===== src/hw/atsd_pkg.sv =====
`default_nettype none

package atsd_pkg;

  // ----------------------------------------------------------------
  // bus-cycle timing of snoop responses
  // ----------------------------------------------------------------
  localparam int             CNT_W          = 3;    // bus-cycle counters
  localparam logic [CNT_W-1:0] CNT_ONE      = 3'h1; // counter start value
  localparam logic [CNT_W-1:0] RTY_ASSERT_CYC = 3'h3; // after transfer start
  localparam logic [CNT_W-1:0] RTY_NEG_CYC  = 3'h2; // after address ack

  // ----------------------------------------------------------------
  // release phases of the shared response lines, in mclk cycles
  // ----------------------------------------------------------------
  localparam logic [CNT_W-1:0] FLOAT_CYC    = 3'h1; // first float step
  localparam logic [CNT_W-1:0] DRV_CYC_1_1  = 3'h1; // drive-high, 1:1
  localparam logic [CNT_W-1:0] DRV_CYC_2_1  = 3'h2; // drive-high, 2:1
  localparam logic [CNT_W-1:0] DRV_CYC_3_1  = 3'h2; // drive-high, 3:1
  localparam logic [CNT_W-1:0] DRV_CYC_3_2  = 3'h2; // drive-high, 3:2

  // ----------------------------------------------------------------
  // configuration word
  // ----------------------------------------------------------------
  localparam int CFG_W           = 32; // hardware implementation word
  localparam int RESTORE_DIS_BIT = 7;  // skip the drive-high step

  // ----------------------------------------------------------------
  // types
  // ----------------------------------------------------------------
  typedef enum logic [1:0] {
    ATSD_RATIO_1_1,
    ATSD_RATIO_2_1,
    ATSD_RATIO_3_1,
    ATSD_RATIO_3_2
  } atsd_ratio_type;

  typedef enum logic [1:0] {
    OWN_IDLE,  // not address master
    OWN_ADDR,  // driving address, waiting for ack
    OWN_RTY    // bus cycle after ack: retry window
  } atsd_own_type;

  typedef enum logic [1:0] {
    DRV_OFF,   // lines floating
    DRV_ASRT,  // driving low
    DRV_FLOAT, // short float before restore
    DRV_HIGH   // driving negated
  } atsd_drv_type;

endpackage

`default_nettype wire


===== src/hw/atsd_resp_if.sv =====
`default_nettype none

// ------------------------------------------------------------------
// snoop response control between sequencer and pin driver
// ------------------------------------------------------------------
interface atsd_resp_if;
  import atsd_pkg::*;
  logic           start;       // begin driving the response
  logic           neg;         // begin the release sequence
  logic           retry_val;   // drive retry low
  logic           shared_val;  // drive shared low
  logic           restore_dis; // go straight to float on release
  atsd_ratio_type ratio;       // bus to core clock ratio
  logic           retry_n;     // retry pin value
  logic           retry_oe;    // retry pin enable
  logic           shared_n;    // shared pin value
  logic           shared_oe;   // shared pin enable

  modport ctl (output start, neg, retry_val, shared_val, restore_dis,
               ratio, input retry_n, retry_oe, shared_n, shared_oe);
  modport drv (input start, neg, retry_val, shared_val, restore_dis,
               ratio, output retry_n, retry_oe, shared_n, shared_oe);
endinterface

`default_nettype wire


===== src/hw/atsd_resp_drv.sv =====
`default_nettype none

// ------------------------------------------------------------------
// open-collector style driver for the retry and shared pins
// ------------------------------------------------------------------
module atsd_resp_drv
  import atsd_pkg::*;
(
  // clock and reset
  input  wire logic mclk,
  input  wire logic rst,
  input  wire logic ce,
  // control from the sequencer
  atsd_resp_if.drv  rsp
);

  atsd_drv_type     st_reg;   // phase of the pin driver
  logic [CNT_W-1:0] cnt_reg;  // cycles left in the current phase
  logic             rty_reg;  // this response includes retry
  logic             shd_reg;  // this response includes shared
  logic [CNT_W-1:0] drv_len;  // drive-high length for the ratio

  // drive-high length by clock ratio; fractions rounded to mclk
  always_comb begin
    case (rsp.ratio)
      ATSD_RATIO_1_1: drv_len = DRV_CYC_1_1;
      ATSD_RATIO_2_1: drv_len = DRV_CYC_2_1;
      ATSD_RATIO_3_1: drv_len = DRV_CYC_3_1;
      default:        drv_len = DRV_CYC_3_2;
    endcase
  end

  // phase sequencer: assert, float, drive high, float
  always_ff @(posedge mclk or posedge rst) begin
    if (rst) begin
      st_reg  <= DRV_OFF;
      cnt_reg <= '0;
    end else if (ce) begin
      case (st_reg)
        DRV_OFF: begin
          if (rsp.start) st_reg <= DRV_ASRT;
        end
        DRV_ASRT: begin
          if (rsp.neg && rsp.restore_dis) begin
            st_reg <= DRV_OFF;
          end else if (rsp.neg) begin
            st_reg  <= DRV_FLOAT;
            cnt_reg <= FLOAT_CYC;
          end
        end
        DRV_FLOAT: begin
          // other drivers may still pull low; float before restoring
          if (cnt_reg == CNT_ONE) begin
            st_reg  <= DRV_HIGH;
            cnt_reg <= drv_len;
          end else begin
            cnt_reg <= cnt_reg - CNT_ONE;
          end
        end
        DRV_HIGH: begin
          if (cnt_reg == CNT_ONE) st_reg <= DRV_OFF;
          else cnt_reg <= cnt_reg - CNT_ONE;
        end
        default: st_reg <= DRV_OFF;
      endcase
    end
  end

  // which lines take part, latched when the response starts
  always_ff @(posedge mclk or posedge rst) begin
    if (rst) begin
      rty_reg <= 1'b0;
      shd_reg <= 1'b0;
    end else if (ce && st_reg == DRV_OFF && rsp.start) begin
      rty_reg <= rsp.retry_val;
      shd_reg <= rsp.shared_val;
    end
  end

  // pins: low while asserting, high while restoring
  assign rsp.retry_n   = (st_reg != DRV_ASRT);
  assign rsp.shared_n  = (st_reg != DRV_ASRT);
  assign rsp.retry_oe  = rty_reg && (st_reg == DRV_ASRT ||
                                     st_reg == DRV_HIGH);
  assign rsp.shared_oe = shd_reg && (st_reg == DRV_ASRT ||
                                     st_reg == DRV_HIGH);

endmodule

`default_nettype wire


===== src/hw/atsd_core.sv =====
`default_nettype none

// Functional notes
// - ack sampled: float address next cycle
// - sample retry the cycle after ack
// - no ack: keep address and attributes driven
// - snoop retry asserted third cycle after start
// - push needed: request bus cycle after retry
// - negate retry second cycle after ack
// - release: float, drive high, float
// - config bit 7 skips drive-high step
// - own retry: drop request, abort data
// - foreign retry: drop request one bus cycle
// - shared follows retry timing
// - shared input picks allocation state
// - every non address-only start requests data
// - take data bus only on qualified grant
// - grant negated: hold data tenures
// - grant ignored until own transfer start
// - snoop only global, non-excluded transfers

module atsd_core
  import atsd_pkg::*;
(
  // clock and reset
  input  wire logic            mclk,
  input  wire logic            rst,
  input  wire logic            ce,
  input  wire logic            bus_tick,
  // configuration
  input  wire atsd_pkg::atsd_ratio_type ratio_sel,
  input  wire logic [atsd_pkg::CFG_W-1:0] hw_impl_config_reg,
  // own address tenure, from the core
  input  wire logic            own_ts_req,
  input  wire logic            own_addr_only,
  input  wire logic            core_br_req,
  input  wire logic            data_done,
  output logic                 addr_oe,
  output logic                 bus_request_out_n,
  output logic                 tenure_retry,
  output logic                 alloc_valid,
  output logic                 alloc_shared,
  output logic                 data_own,
  output logic                 data_abort,
  output logic                 data_active,
  // snoop lookup from the cache
  input  wire logic            snoop_excluded,
  input  wire logic            snoop_hit_retry,
  input  wire logic            snoop_hit_shared,
  input  wire logic            snoop_need_push,
  output logic                 snoop_start,
  // bus pins, active low
  input  wire logic            transfer_start_n,
  input  wire logic            ext_transfer_start_n,
  input  wire logic            global_attr_n,
  input  wire logic            addr_ack_in_n,
  input  wire logic            addr_retry_in_n,
  output logic                 addr_retry_out_n,
  output logic                 addr_retry_oe,
  input  wire logic            shared_resp_in_n,
  output logic                 shared_resp_out_n,
  output logic                 shared_resp_oe,
  input  wire logic            data_grant_in_n,
  input  wire logic            data_busy_in_n,
  input  wire logic            data_retry_in_n
);

  import atsd_pkg::*;

  // ----------------------------------------------------------------
  // sampled bus conditions
  // ----------------------------------------------------------------
  logic tick;       // bus clock edge, not frozen
  logic ts_seen;    // a transfer start on the bus
  logic addr_ack_in;       // address acknowledge asserted
  logic rtry;       // address retry asserted
  logic own_retry;  // retry taken against our own tenure
  logic fgn_retry;  // retry seen while not address master
  logic qual_grant; // qualified data bus grant

  // released lines pull up, so high reads as negated
  assign tick    = ce & bus_tick;
  assign ts_seen = !transfer_start_n | !ext_transfer_start_n;
  assign addr_ack_in    = !addr_ack_in_n;
  assign rtry    = !addr_retry_in_n;

  // ----------------------------------------------------------------
  // own address tenure
  // ----------------------------------------------------------------
  atsd_own_type own_reg;      // address master phase
  logic         addr_oe_reg;  // address and attributes driven
  logic         aonly_reg;    // current tenure is address only

  assign own_retry = tick && own_reg == OWN_RTY && rtry;
  assign fgn_retry = tick && own_reg == OWN_IDLE && rtry;

  // phase: wait for ack, then one retry window cycle
  always_ff @(posedge mclk or posedge rst) begin
    if (rst) begin
      own_reg <= OWN_IDLE;
    end else if (tick) begin
      case (own_reg)
        OWN_IDLE: if (own_ts_req) own_reg <= OWN_ADDR;
        OWN_ADDR: if (addr_ack_in) own_reg <= OWN_RTY;
        OWN_RTY:  own_reg <= OWN_IDLE;
        default:  own_reg <= OWN_IDLE;
      endcase
    end
  end

  // address drive: held until ack, floated the cycle after it
  always_ff @(posedge mclk or posedge rst) begin
    if (rst) begin
      addr_oe_reg <= 1'b0;
      aonly_reg   <= 1'b0;
    end else if (tick) begin
      if (own_reg == OWN_IDLE && own_ts_req) begin
        addr_oe_reg <= 1'b1;
        aonly_reg   <= own_addr_only;
      end else if (own_reg == OWN_ADDR && addr_ack_in) begin
        addr_oe_reg <= 1'b0;
      end
    end
  end
  assign addr_oe = addr_oe_reg;

  // ----------------------------------------------------------------
  // outcome of the retry window
  // ----------------------------------------------------------------
  logic retry_reg;   // one-cycle pulse: tenure must be retried
  logic alloc_v_reg; // one-cycle pulse: allocation state valid
  logic alloc_s_reg; // incoming block is shared-unmodified

  always_ff @(posedge mclk or posedge rst) begin
    if (rst) begin
      retry_reg   <= 1'b0;
      alloc_v_reg <= 1'b0;
      alloc_s_reg <= 1'b0;
    end else if (ce) begin
      retry_reg   <= own_retry;
      alloc_v_reg <= tick && own_reg == OWN_RTY && !rtry && !aonly_reg;
      if (tick && own_reg == OWN_RTY && !rtry)
        alloc_s_reg <= !shared_resp_in_n;
    end
  end
  assign tenure_retry = retry_reg;
  assign alloc_valid  = alloc_v_reg;
  assign alloc_shared = alloc_s_reg;

  // ----------------------------------------------------------------
  // data bus qualification
  // ----------------------------------------------------------------
  logic pend_reg;  // data tenure waiting for grant
  logic own_reg_d; // one-cycle pulse: data bus taken
  logic act_reg;   // data tenure in progress
  logic abort_reg; // one-cycle pulse: data tenure aborted

  // grant counts only once a start of ours has asked for data
  assign qual_grant = tick && pend_reg && !data_grant_in_n &&
                      data_busy_in_n && data_retry_in_n &&
                      !(own_reg == OWN_RTY && rtry);

  // pending data request raised by the start itself
  always_ff @(posedge mclk or posedge rst) begin
    if (rst) begin
      pend_reg <= 1'b0;
    end else if (tick) begin
      if (own_reg == OWN_IDLE && own_ts_req && !own_addr_only)
        pend_reg <= 1'b1;
      else if (qual_grant || own_retry)
        pend_reg <= 1'b0;
    end
  end

  // ownership and abort; abort wins even with burst data in
  always_ff @(posedge mclk or posedge rst) begin
    if (rst) begin
      own_reg_d <= 1'b0;
      act_reg   <= 1'b0;
      abort_reg <= 1'b0;
    end else if (ce) begin
      own_reg_d <= qual_grant;
      abort_reg <= own_retry && act_reg;
      // a new grant wins over the end of the previous tenure
      if (qual_grant) act_reg <= 1'b1;
      else if (own_retry || data_done) act_reg <= 1'b0;
    end
  end
  assign data_own    = own_reg_d;
  assign data_abort  = abort_reg;
  assign data_active = act_reg;

  // ----------------------------------------------------------------
  // snoop response sequencing
  // ----------------------------------------------------------------
  logic             sn_act_reg;  // a snoop response window is open
  logic [CNT_W-1:0] sn_cnt_reg;  // bus cycles since transfer start
  logic             ak_seen_reg; // ack seen for the snooped tenure
  logic [CNT_W-1:0] ak_cnt_reg;  // bus cycles since that ack
  logic             resp_on_reg; // response pins are being driven
  logic             push_reg;    // bus request for the push
  logic             snoop_go;    // accept a new snoop
  logic             sn_assert;   // drive the response this edge
  logic             sn_release;  // start the release this edge

  // own tenures are not snooped; only global, ordinary transfers
  assign snoop_go  = tick && ts_seen && !global_attr_n &&
                     !snoop_excluded && !own_ts_req && !sn_act_reg;
  assign sn_release = tick && sn_act_reg && ak_seen_reg &&
                      ak_cnt_reg == RTY_NEG_CYC;
  assign sn_assert = tick && sn_act_reg && !resp_on_reg &&
                     !sn_release && sn_cnt_reg == RTY_ASSERT_CYC &&
                     (snoop_hit_retry || snoop_hit_shared);
  assign snoop_start = snoop_go;

  // bus-cycle counters from start and from ack
  always_ff @(posedge mclk or posedge rst) begin
    if (rst) begin
      sn_act_reg  <= 1'b0;
      sn_cnt_reg  <= '0;
      ak_seen_reg <= 1'b0;
      ak_cnt_reg  <= '0;
    end else if (snoop_go) begin
      sn_act_reg  <= 1'b1;
      sn_cnt_reg  <= CNT_ONE;
      ak_seen_reg <= 1'b0;
    end else if (sn_release) begin
      sn_act_reg  <= 1'b0;
      ak_seen_reg <= 1'b0;
    end else if (tick && sn_act_reg) begin
      // saturate so a slow ack cannot wrap the start counter
      if (sn_cnt_reg != RTY_ASSERT_CYC) sn_cnt_reg <= sn_cnt_reg + CNT_ONE;
      if (ak_seen_reg) begin
        ak_cnt_reg <= ak_cnt_reg + CNT_ONE;
      end else if (addr_ack_in) begin
        ak_seen_reg <= 1'b1;
        ak_cnt_reg  <= CNT_ONE;
      end
    end
  end

  // response drive flag and the push request behind it
  always_ff @(posedge mclk or posedge rst) begin
    if (rst) begin
      resp_on_reg <= 1'b0;
      push_reg    <= 1'b0;
    end else if (tick) begin
      if (sn_assert) resp_on_reg <= 1'b1;
      else if (sn_release) resp_on_reg <= 1'b0;
      // raised on the assert tick so the request shows one bus cycle
      // after the retry pin goes low
      if (sn_assert && snoop_hit_retry && snoop_need_push)
        push_reg <= 1'b1;
      else if (own_reg == OWN_IDLE && own_ts_req) push_reg <= 1'b0;
    end
  end

  // ----------------------------------------------------------------
  // bus request
  // ----------------------------------------------------------------
  logic br_reg; // registered request, low for a bus cycle on retry

  // our own pushing retry is seen on the wired line as well and must
  // not cancel the push request
  always_ff @(posedge mclk or posedge rst) begin
    if (rst) br_reg <= 1'b0;
    else if (tick)
      br_reg <= (core_br_req || push_reg) && !own_retry &&
                !(fgn_retry && !push_reg);
  end
  // own retry drops the request in the same cycle, not a cycle late
  assign bus_request_out_n = !(br_reg && !(own_reg == OWN_RTY && rtry));

  // ----------------------------------------------------------------
  // response pin driver
  // ----------------------------------------------------------------
  atsd_resp_if rsp ();

  assign rsp.start       = sn_assert && ce;
  assign rsp.neg         = sn_release && resp_on_reg;
  assign rsp.retry_val   = snoop_hit_retry;
  assign rsp.shared_val  = snoop_hit_shared ||
                           (snoop_hit_retry && snoop_need_push);
  assign rsp.restore_dis = hw_impl_config_reg[RESTORE_DIS_BIT];
  assign rsp.ratio       = ratio_sel;

  atsd_resp_drv u_drv (
    .mclk (mclk),
    .rst  (rst),
    .ce   (ce),
    .rsp  (rsp.drv)
  );

  assign addr_retry_out_n  = rsp.retry_n;
  assign addr_retry_oe     = rsp.retry_oe;
  assign shared_resp_out_n = rsp.shared_n;
  assign shared_resp_oe    = rsp.shared_oe;

  logic addr_retry_n_high_or_off; // pin never driven low after release
  assign addr_retry_n_high_or_off = !addr_retry_oe || addr_retry_out_n;
endmodule

`default_nettype wire


===== config.mk =====
export PLATFORM = sky130hd
export DESIGN_NAME = atsd_core
export DESIGN_NICKNAME = d
export VERILOG_FILES = /design/src/hw/atsd_pkg.sv /design/src/hw/atsd_resp_if.sv /design/src/hw/atsd_resp_drv.sv /design/src/hw/atsd_core.sv
export SDC_FILE = /design/constraint.sdc
export NUM_CORES = 1
export LEC_CHECK = 0
export ABC_AREA = 1
export BUFFER_PORTS_ARGS = -buffer_cell sky130_fd_sc_hd__buf_2
export CAP_MARGIN = 40
export CORE_ASPECT_RATIO = 1.75
export CORE_MARGIN = 1.5
export CORE_UTILIZATION = 44
export DETAILED_ROUTE_END_ITERATION = 8
export GPL_TIMING_DRIVEN = 0
export PLACE_DENSITY = 0.8
export SYNTH_ARGS = -nofsm -noshare
export SYNTH_HDL_FRONTEND = slang
export SYNTH_SLANG_ARGS = --single-unit

===== constraint.sdc =====
create_clock -name mclk -period 4.02 [get_ports mclk]
set_input_delay 0.804 -clock mclk [delete_from_list [all_inputs] [get_ports mclk]]
set_output_delay 0.804 -clock mclk [all_outputs]
set_load 0.02 [all_outputs]

# Word level (Yosys, flattened, before mapping)
# Cells that the tools add are included.
# word_totals
input_bits,55
ff_bits,29
# classes
n_reduce_logical,92
n_addsub,3
n_bitwise,4
n_eq_ne,21
mux,37
# ops
cell,count
$logic_and 1x1->1,42
$mux 3,10
$logic_not 1->1,19
$mux 1,16
$mux 2,8
$reduce_bool 2->1,8
$reduce_and 2->1,7
$ne 2x1->1 const B,6
$ne 2x2->1 const B,5
$reduce_and 5->1,2
$pmux 3 s3,1
$pmux 2 s4,1
$add 3x1->3 const B,2
$eq 2x2->1 const B,3
$eq 3x2->1 const B,2
$logic_not 2->1,3
$logic_or 1x1->1,6
$reduce_and 3->1,2
$reduce_bool 3->1,2
$eq 2x1->1 const B,2
$pmux 2 s2,1
$reduce_and 4->1,1
$eq 3x1->1 const B,1
$ne 3x1->1 const B,1
other kinds (5),6

# Longest topological paths before layout
# Gate-level depths: netlist of the first run.
# logic_depth
depth_word,12
ltp_mapped,10
ltp_nobuf,10

# Modules after synthesis
# Synthesis of the first run repeated with hierarchy kept, for this count alone.
# unflattened
cells_unflattened,210
hier_area_um2,1604.0
# by_module_without_submodules
module,area_per_inst_um2,seq_area_each_um2,n_inst,cells_each
atsd_core,1094.8,550.5,1,134
atsd_resp_drv,509.2,175.2,1,76

# Worst setup path before layout of the first run
# No wires, ideal clock.
# synth_timing
kind,input port to output port
startpoint,input port bus_tick
endpoint,output port snoop_start
n_path_buf,0
stages,6
t_arrival_ns,1.457
required_time_ns,3.216
slack_ns,1.759
path_cell_list,nand2_1 > a21oi_1 > nand3_1 > nor2_1 > nand2_1 > inv_1
# synth_between
elab_chain_cells,6
# synth_rtl
element,line_no,text
"start, declared",atsd_core.sv:29,"input wire logic bus_tick,"
$and 1x1->1,atsd_core.sv:82,assign tick = ce & bus_tick;
$logic_and 1x1->1 (3 in series),atsd_core.sv:207,assign snoop_go = tick && ts_seen && !global_attr_n &&
$logic_and 1x1->1 (2 in series),atsd_core.sv:208,!snoop_excluded && !own_ts_req && !sn_act_reg;
"end, declared",atsd_core.sv:51,"output logic snoop_start,"
# Every way passes these cells.

# Worst setup path after layout of the first run
# layout_timing
startpoint,input port ce
endpoint,output port snoop_start
# layout_between
elab_chain_cells,6
# layout_rtl
element,line_no,text
"start, declared",atsd_core.sv:28,"input wire logic ce,"
$and 1x1->1,atsd_core.sv:82,
$logic_and 1x1->1 (3 in series),atsd_core.sv:207,
$logic_and 1x1->1 (2 in series),atsd_core.sv:208,
# Every way passes these cells.

==> key figures, run 1 <==
Global routing
  • GRT Overall Usage: approximately a fifth
  • First-pass GRT wire length: roughly 5200 um
  • Number of global-route vias before repair: around 1300
  • Largest net degree at the start of global routing: 22
  • Initial antenna violation count: 0
  • Gr ovfl total: 0

Yosys
  • Post-synthesis cell area: around 1500 um^2
  • Seq/Total Area, Yosys: 48.1%
  • Post-Synthesis Cells: 190
  • Synth area leaders: dfrtp_1, nand2_1, inv_1
  • Yosys cell types: 27
  • Post-synthesis register bit count: 29
  • Ys Warns: 0
  • Yosys top cell area share: about half
  • Synth area leader: dfrtp_1
  • Syn_nets: 251
  • Syn Area/Cell: between 7 and 8 um^2

Detailed routing
  • Wire per inst: about 11 um
  • Drt pass-1 iters: 4
  • Routed via count: 1330
  • Final ANT Viol Nets: 0
  • DRT iter0 DRCs: 35
  • Routed WL: 3140 um
  • DRC: 0
  • DR vias/cell: about 4.8

CTS
  • Clk_lat worst skew: 0.28 ns
  • Hold-fix buffers, CTS: 0
  • Root buffer cell: clkbuf_8
  • Clock sink count: 29
  • Setup Buffers After CTS: 0
  • H-tree levels: 2
  • Longest Clk Path Bufs: 2
  • Reg clk slew, reported paths: around 0.06 ns
  • Cts repair resizes: 0
  • CTS tree: yes
  • Num CTS Buffers: 5

Final layout
  • Synthesis-to-finish area growth: 24.2%
  • Reg area: around 730 um^2
  • Layout cells sized above 1: between 20% and 30%
  • Most frequent cells in the layout: nand2_1, inv_1, buf_2
  • Net count, final: 295
  • Antenna Cells: 0
  • Area taken by multi-input logic gates: about 640 um^2
  • Most common cell after layout, fill and taps aside: nand2_1
  • Post-Layout Cell Count: 280
  • Fill cells: around 330

Critical path
  • Worst setup SP type: input port
  • Worst-path maximum fanout: 7
  • Reg2reg path depth: 8
  • WP data arrival: 1.84 ns
  • CP Cell Sequence: buf_2 -> nand2_1 -> a21oi_1 -> nand3_1 -> nor2_1 -> nand2_1 -> inv_1 -> buf_2
  • CP Data Required Time: 3.22 ns
  • Reg-to-reg endpoint: u_drv.st_reg[0]$_DFFE_PP0P_
  • Crit. End Element: primary output
  • Critical Path Max Stage Delay: between 0.15 and 0.2 ns
  • Crit Path Class: in2out
  • R2r startpoint: u_drv.cnt_reg[1]$_DFFE_PP0P_
  • R2R setup slack: 2.41 ns
  • Crit path to: snoop_start
  • Worst Setup SP: ce
  • CP max-delay cell: nand2_1

Die
  • Initial core utilization: about 45%
  • FP Rows: 28
  • Die area: between 3000 and 4000 um^2
  • I/O pin count: between 60 and 70
  • Core area: between 3000 and 4000 um^2
  • Die W: around 47 um
  • Die height: a little over 80 um

Timing
  • Unrepaired setup endpoints after global routing: false
  • Final Setup Violations: 0
  • Fmax: around 0.38 GHz
  • Fin crit share: 65.7%
  • Final hold violations: 0
  • Max-slew violations: 0
  • Rel. slew slack: about two thirds
  • Actual slew at the worst max-slew pin: around 0.5 ns
  • Fin Clk Skew: between 0.007 and 0.008 ns
  • Post-route setup TNS: 0 ns
  • Min Tclk post-route: between 2 and 3 ns
  • WHS: 0.466 ns

Placed design
  • RePlAce Congestion: about 0.86
  • HPWL Detailed: about 2500 um
  • Placed Instances: between 200 and 300
  • # port buffers: 36

Pwr
  • Leakage: 1.08 nW
  • Clk network pwr share: 23.1%
  • P per Cell Area: 610 nW/um^2
  • Combinational power share: between 30% and 40%
  • Seq pwr share: around two fifths
  • Peak supply drop: between 0.3 and 0.4 mV
  • Net Switching: about 0.44 mW
  • Int Pwr: about 0.7 mW
  • Sw Share: a little under two fifths

Outcome
  • Status: complete, no violations

Worst hold path
  • HP Class: reg2reg

Run
  • Max-cap violations: 0
logic make-up after synthesis:
logic type / synth area share [%]
AND/OR/NAND/NOR: 24.5
XOR/XNOR: 1.16
buffers and inverters: 9.70
AO/OA/AOI/OAI: 11.6
adder cells (fa/ha/maj): 4.97
flip-flops: 48.1
cell usage after synthesis:
library cell,n
a21boi_0,1
a21oi_1,5
a22o_1,1
a22oi_1,1
a31o_2,1
and2_1,1
buf_4,1
clkinv_1,1
dfrtp_1,29
ha_1,6
inv_1,36
nand2_1,47
nand2_2,2
nand3_1,14
nand3_2,1
nand4_1,2
nor2_1,15
nor3_1,2
o211ai_1,2
o21a_1,2
o21ai_0,11
o21ai_1,3
o221ai_1,1
o41ai_1,1
or2_0,1
or2_4,1
xor2_1,2
metal layers:
layer | vias up | share of wire (%) | GRT usage [%]
met3 | 7 | 3.8 | 6.07
met1 | 610 | 39 | 18.7
met5 | - | 0 | 0
li1 | 686 | - | -
met2 | 27 | 55 | 34.7
met4 | 0 | 2.4 | 8.33
critical path: cells and delay by family:
kind            cells  cell delay (ns)
buf+inv             3             0.36
compound gates      1             0.17
simple gates        4             0.50
power by group through the flow:
stage | combinational (mW) | clock (mW) | sequential (mW)
after CTS | 0.421 | 0.270 | 0.463
after detailed placement | 0.417 | 0 | 0.468
final | 0.415 | 0.264 | 0.464
after global routing | 0.486 | 0.287 | 0.476
after global placement | 0.399 | 0 | 0.464
after floorplan | 0.303 | 0 | 0.466
layout make-up:
class / instances / area share (%)
repair buffers: 37 / 11.1
clock inverters: 1 / 0.267
flip-flops and latches: 29 / 38.7
well taps: 45 / 3.00
clock buffers: 7 / 5.14
plain buffers: 1 / 0.401
multi-input cells: 123 / 34.0
inverters: 37 / 7.41
stage by stage:
stage	util [%]	instance area, um^2	setup WS [ns]	total power, mW
floorplan	-	1510	1.76	0.770
global placement	52.4	1750	1.35	0.863
detailed placement	53.3	1770	1.35	0.886
CTS	56.3	1870	1.35	1.15
global route	56.3	1870	1.21	1.25
finish	56.3	1870	1.38	1.14
worst min path at each step:
stage	end	slack [ns]	start	cells past startpoint
2_1_floorplan	alloc_valid$_DFFE_PP0P_	0.44	aonly_reg$_DFFE_PP0P_	1
3_3_place_gp	alloc_valid$_DFFE_PP0P_	0.45	aonly_reg$_DFFE_PP0P_	1
3_5_place_dp	addr_oe$_DFFE_PP0P_	0.46	addr_oe$_DFFE_PP0P_	2
4_1_cts	addr_oe$_DFFE_PP0P_	0.47	addr_oe$_DFFE_PP0P_	2
5_1_grt	addr_oe$_DFFE_PP0P_	0.49	addr_oe$_DFFE_PP0P_	2
6_report	addr_oe$_DFFE_PP0P_	0.47	addr_oe$_DFFE_PP0P_	2
No activity file was read; power rests on OpenSTA's default activity.
==> inputs of run 2 (changes only) <==
Settings changed: CORE_UTILIZATION 44 to 42, PLACE_DENSITY 0.8 to 0.79.
Clock period 4.02 ns to 2.1 ns, I/O delays scaled along.
==> run 2 against run 1 <==
  * Sequential power is 92% higher
  * Final cell count is 0.36% lower
  * Hold slack worse by 0.28 ns
  * Routed wire length is 5.2% lower
  * Utilization is 1.6 points lower
  * First-iteration DRC count is 60% lower
  * Critical path type unchanged
==> key figures, run 2 (synthesis gave the netlist of run 1 again) <==
Critical path
  • Worst path top cell family by delay: simple AND/OR/NAND/NOR gates
  • Worst-path maximum fanout: 7 (unchanged)
  • R2R setup slack: 0.51 ns (-1.90 ns)
  • CP Data Required Time: 1.68 ns (-1.54 ns)
  • Crit Path Class: in2out
  • CP Cell Sequence: buf_2 -> nand2_1 -> a21oi_1 -> nand3_1 -> nor2_1 -> nand2_1 -> inv_1 -> buf_2
  • Crit. End Element: primary output
  • CP max-delay cell: nand2_1
  • Reg-to-reg endpoint: u_drv.st_reg[0]$_DFFE_PP0P_
  • Critical Path Max Stage Delay: 0.18 ns (about the same)
  • WP data arrival: 1.47 ns (-0.37 ns)
  • Worst setup SP type: input port
  • Reg2reg path depth: 8 (unchanged)
  • Crit path buf inv count: 3 (unchanged)
  • R2r startpoint: u_drv.cnt_reg[1]$_DFFE_PP0P_

Placed design
  • RePlAce Congestion: 0.833 (-3.3%)
  • Dpl cell area: 1770 um^2 (unchanged)
  • Placed Instances: 272 (unchanged)
  • HPWL Detailed: 2410 um (-4.0%)
  • # port buffers: 36 (unchanged)

Die
  • Die W: 48.3 um (+2.2%)
  • Die height: 82.3 um (+2.3%)
  • I/O pin count: 68 (unchanged)
  • Initial core utilization: 44.4% (-0.93 points)
  • Die area: 3980 um^2 (+4.5%)
  • FP Rows: 28 (unchanged)
  • Core area: 3400 um^2 (+2.1%)

Timing
  • Min Tclk post-route: between 1.5 and 2 ns
  • Rel. slew slack: 63.7% (-2.5 points)
  • Fmax: between 0.5 and 0.6 GHz
  • Unrepaired setup endpoints after global routing: false
  • Fin crit share: roughly 90%
  • Actual slew at the worst max-slew pin: 0.544 ns (+0.0428 ns)
  • Final hold violations: 0 (unchanged)
  • Final Setup Violations: 0 (unchanged)
  • Post-route setup TNS: 0 ns (unchanged)
  • Fin Clk Skew: 0.00422 ns (-0.00337 ns)
  • Max-slew violations: 0 (unchanged)

Detailed routing
  • Wire per inst: 10.7 um (-4.8%)
  • DR vias/cell: 4.78 (+0.74%)
  • Routed WL: 2980 um (-5.2%)
  • Final ANT Viol Nets: 0 (unchanged)
  • DRT iter0 DRCs: 14 (-60%)
  • DRC: 0 (unchanged)
  • Routed via count: 1335 (+0.38%)
  • Drt pass-1 iters: 4 (unchanged)

Final layout
  • Layout cells sized above 1: 20.9% (-0.76 points)
  • Final Util: 54.7% (-1.6 points)
  • Antenna Cells: 0 (unchanged)
  • Most frequent cells in the layout: nand2_1, inv_1, buf_2
  • Reg area: 726 um^2 (unchanged)
  • Design area: 1860 um^2 (-0.80%)
  • Area taken by multi-input logic gates: 637 um^2 (unchanged)
  • Net count, final: 295 (unchanged)
  • Most common cell after layout, fill and taps aside: nand2_1
  • Synthesis-to-finish area growth: 23.2%
  • Post-Layout Cell Count: 279 (-0.36%)
  • Fill cells: 355 (+8.6%)

CTS
  • Hold-fix buffers, CTS: 0 (unchanged)
  • Longest Clk Path Bufs: 2 (unchanged)
  • Setup Buffers After CTS: 0 (unchanged)
  • Cts repair resizes: 0 (unchanged)
  • H-tree levels: 2 (unchanged)
  • Root buffer cell: clkbuf_8
  • Reg clk slew, reported paths: 0.06 ns (about the same)
  • Num CTS Buffers: 5 (unchanged)
  • Clock sink count: 29 (unchanged)
  • Clk_lat worst skew: 0.27 ns (about the same)
  • CTS tree: yes

Run
  • Max-cap violations: 0 (unchanged)

Worst hold path
  • HP Class: in2async

Global routing
  • GRT Overall Usage: 18.1% (-1.2 points)
  • Initial antenna violation count: 0 (unchanged)
  • Number of global-route vias before repair: 1317 (+1.6%)
  • First-pass GRT wire length: 5510 um (+5.7%)
  • Largest net degree at the start of global routing: 19 (-14%)
  • Gr ovfl total: 0 (unchanged)

Outcome
  • Status: complete, no violations

Pwr
  • P per Cell Area: 1140 nW/um^2 (+87%)
  • Leakage: 1.07 nW (-0.92%)
  • Peak supply drop: 0.653 mV (+91%)
  • Power Total: 2.13 mW (+86%)
[run 2: stage by stage]
step | hold slack, ns | worst slack [ns]
global route | 0.225 | 0.0625
detailed placement | 0.466 | 0.181
finish | 0.181 | 0.206
CTS | 0.196 | 0.167
floorplan | 0.436 | 0.607
global placement | 0.450 | 0.191
[run 2: how the worst max path moves through the flow]
stage	start	to	slack [ns]	cells past startpoint
floorplan	bus_tick	snoop_start	0.61	6
global placement	ce	snoop_start	0.19	8
detailed placement	ce	snoop_start	0.18	8
CTS	ce	snoop_start	0.17	8
global route	ce	snoop_start	0.06	8
finish	ce	snoop_start	0.21	8
[run 2: worst register-to-register path, stage by stage (launching register included)]
cell	delay [ns]
dfrtp_1	0.37
inv_1	0.08
ha_1	0.14
inv_1	0.04
nor2_1	0.18
inv_1	0.11
a21oi_1	0.23
nand4_1	0.17
and2_1	0.18
[run 2: metal layers]
metal  vias to the layer above  track usage, %  share of wire (%)
li1                        684               -                  -
met1                       618            18.0                 40
met2                        27            35.1                 55
met3                         6            5.04                3.4
met4                         0            7.71                2.2
met5                         -               0                  0
[run 2: area by class of cell]
cell class              instances  area share [%]
multi-input cells             123            34.3
well taps                      45            3.03
flip-flops and latches         29            39.0
plain buffers                   1           0.404
clock buffers                   7            4.64
inverters                      37            7.47
repair buffers                 37            11.2
[run 2: report_power, final]
group	total [mW]	internal (mW)	switching (mW)
Combinational	0.786	0.315	0.471
Sequential	0.891	0.746	0.145
Clock	0.449	0.259	0.190
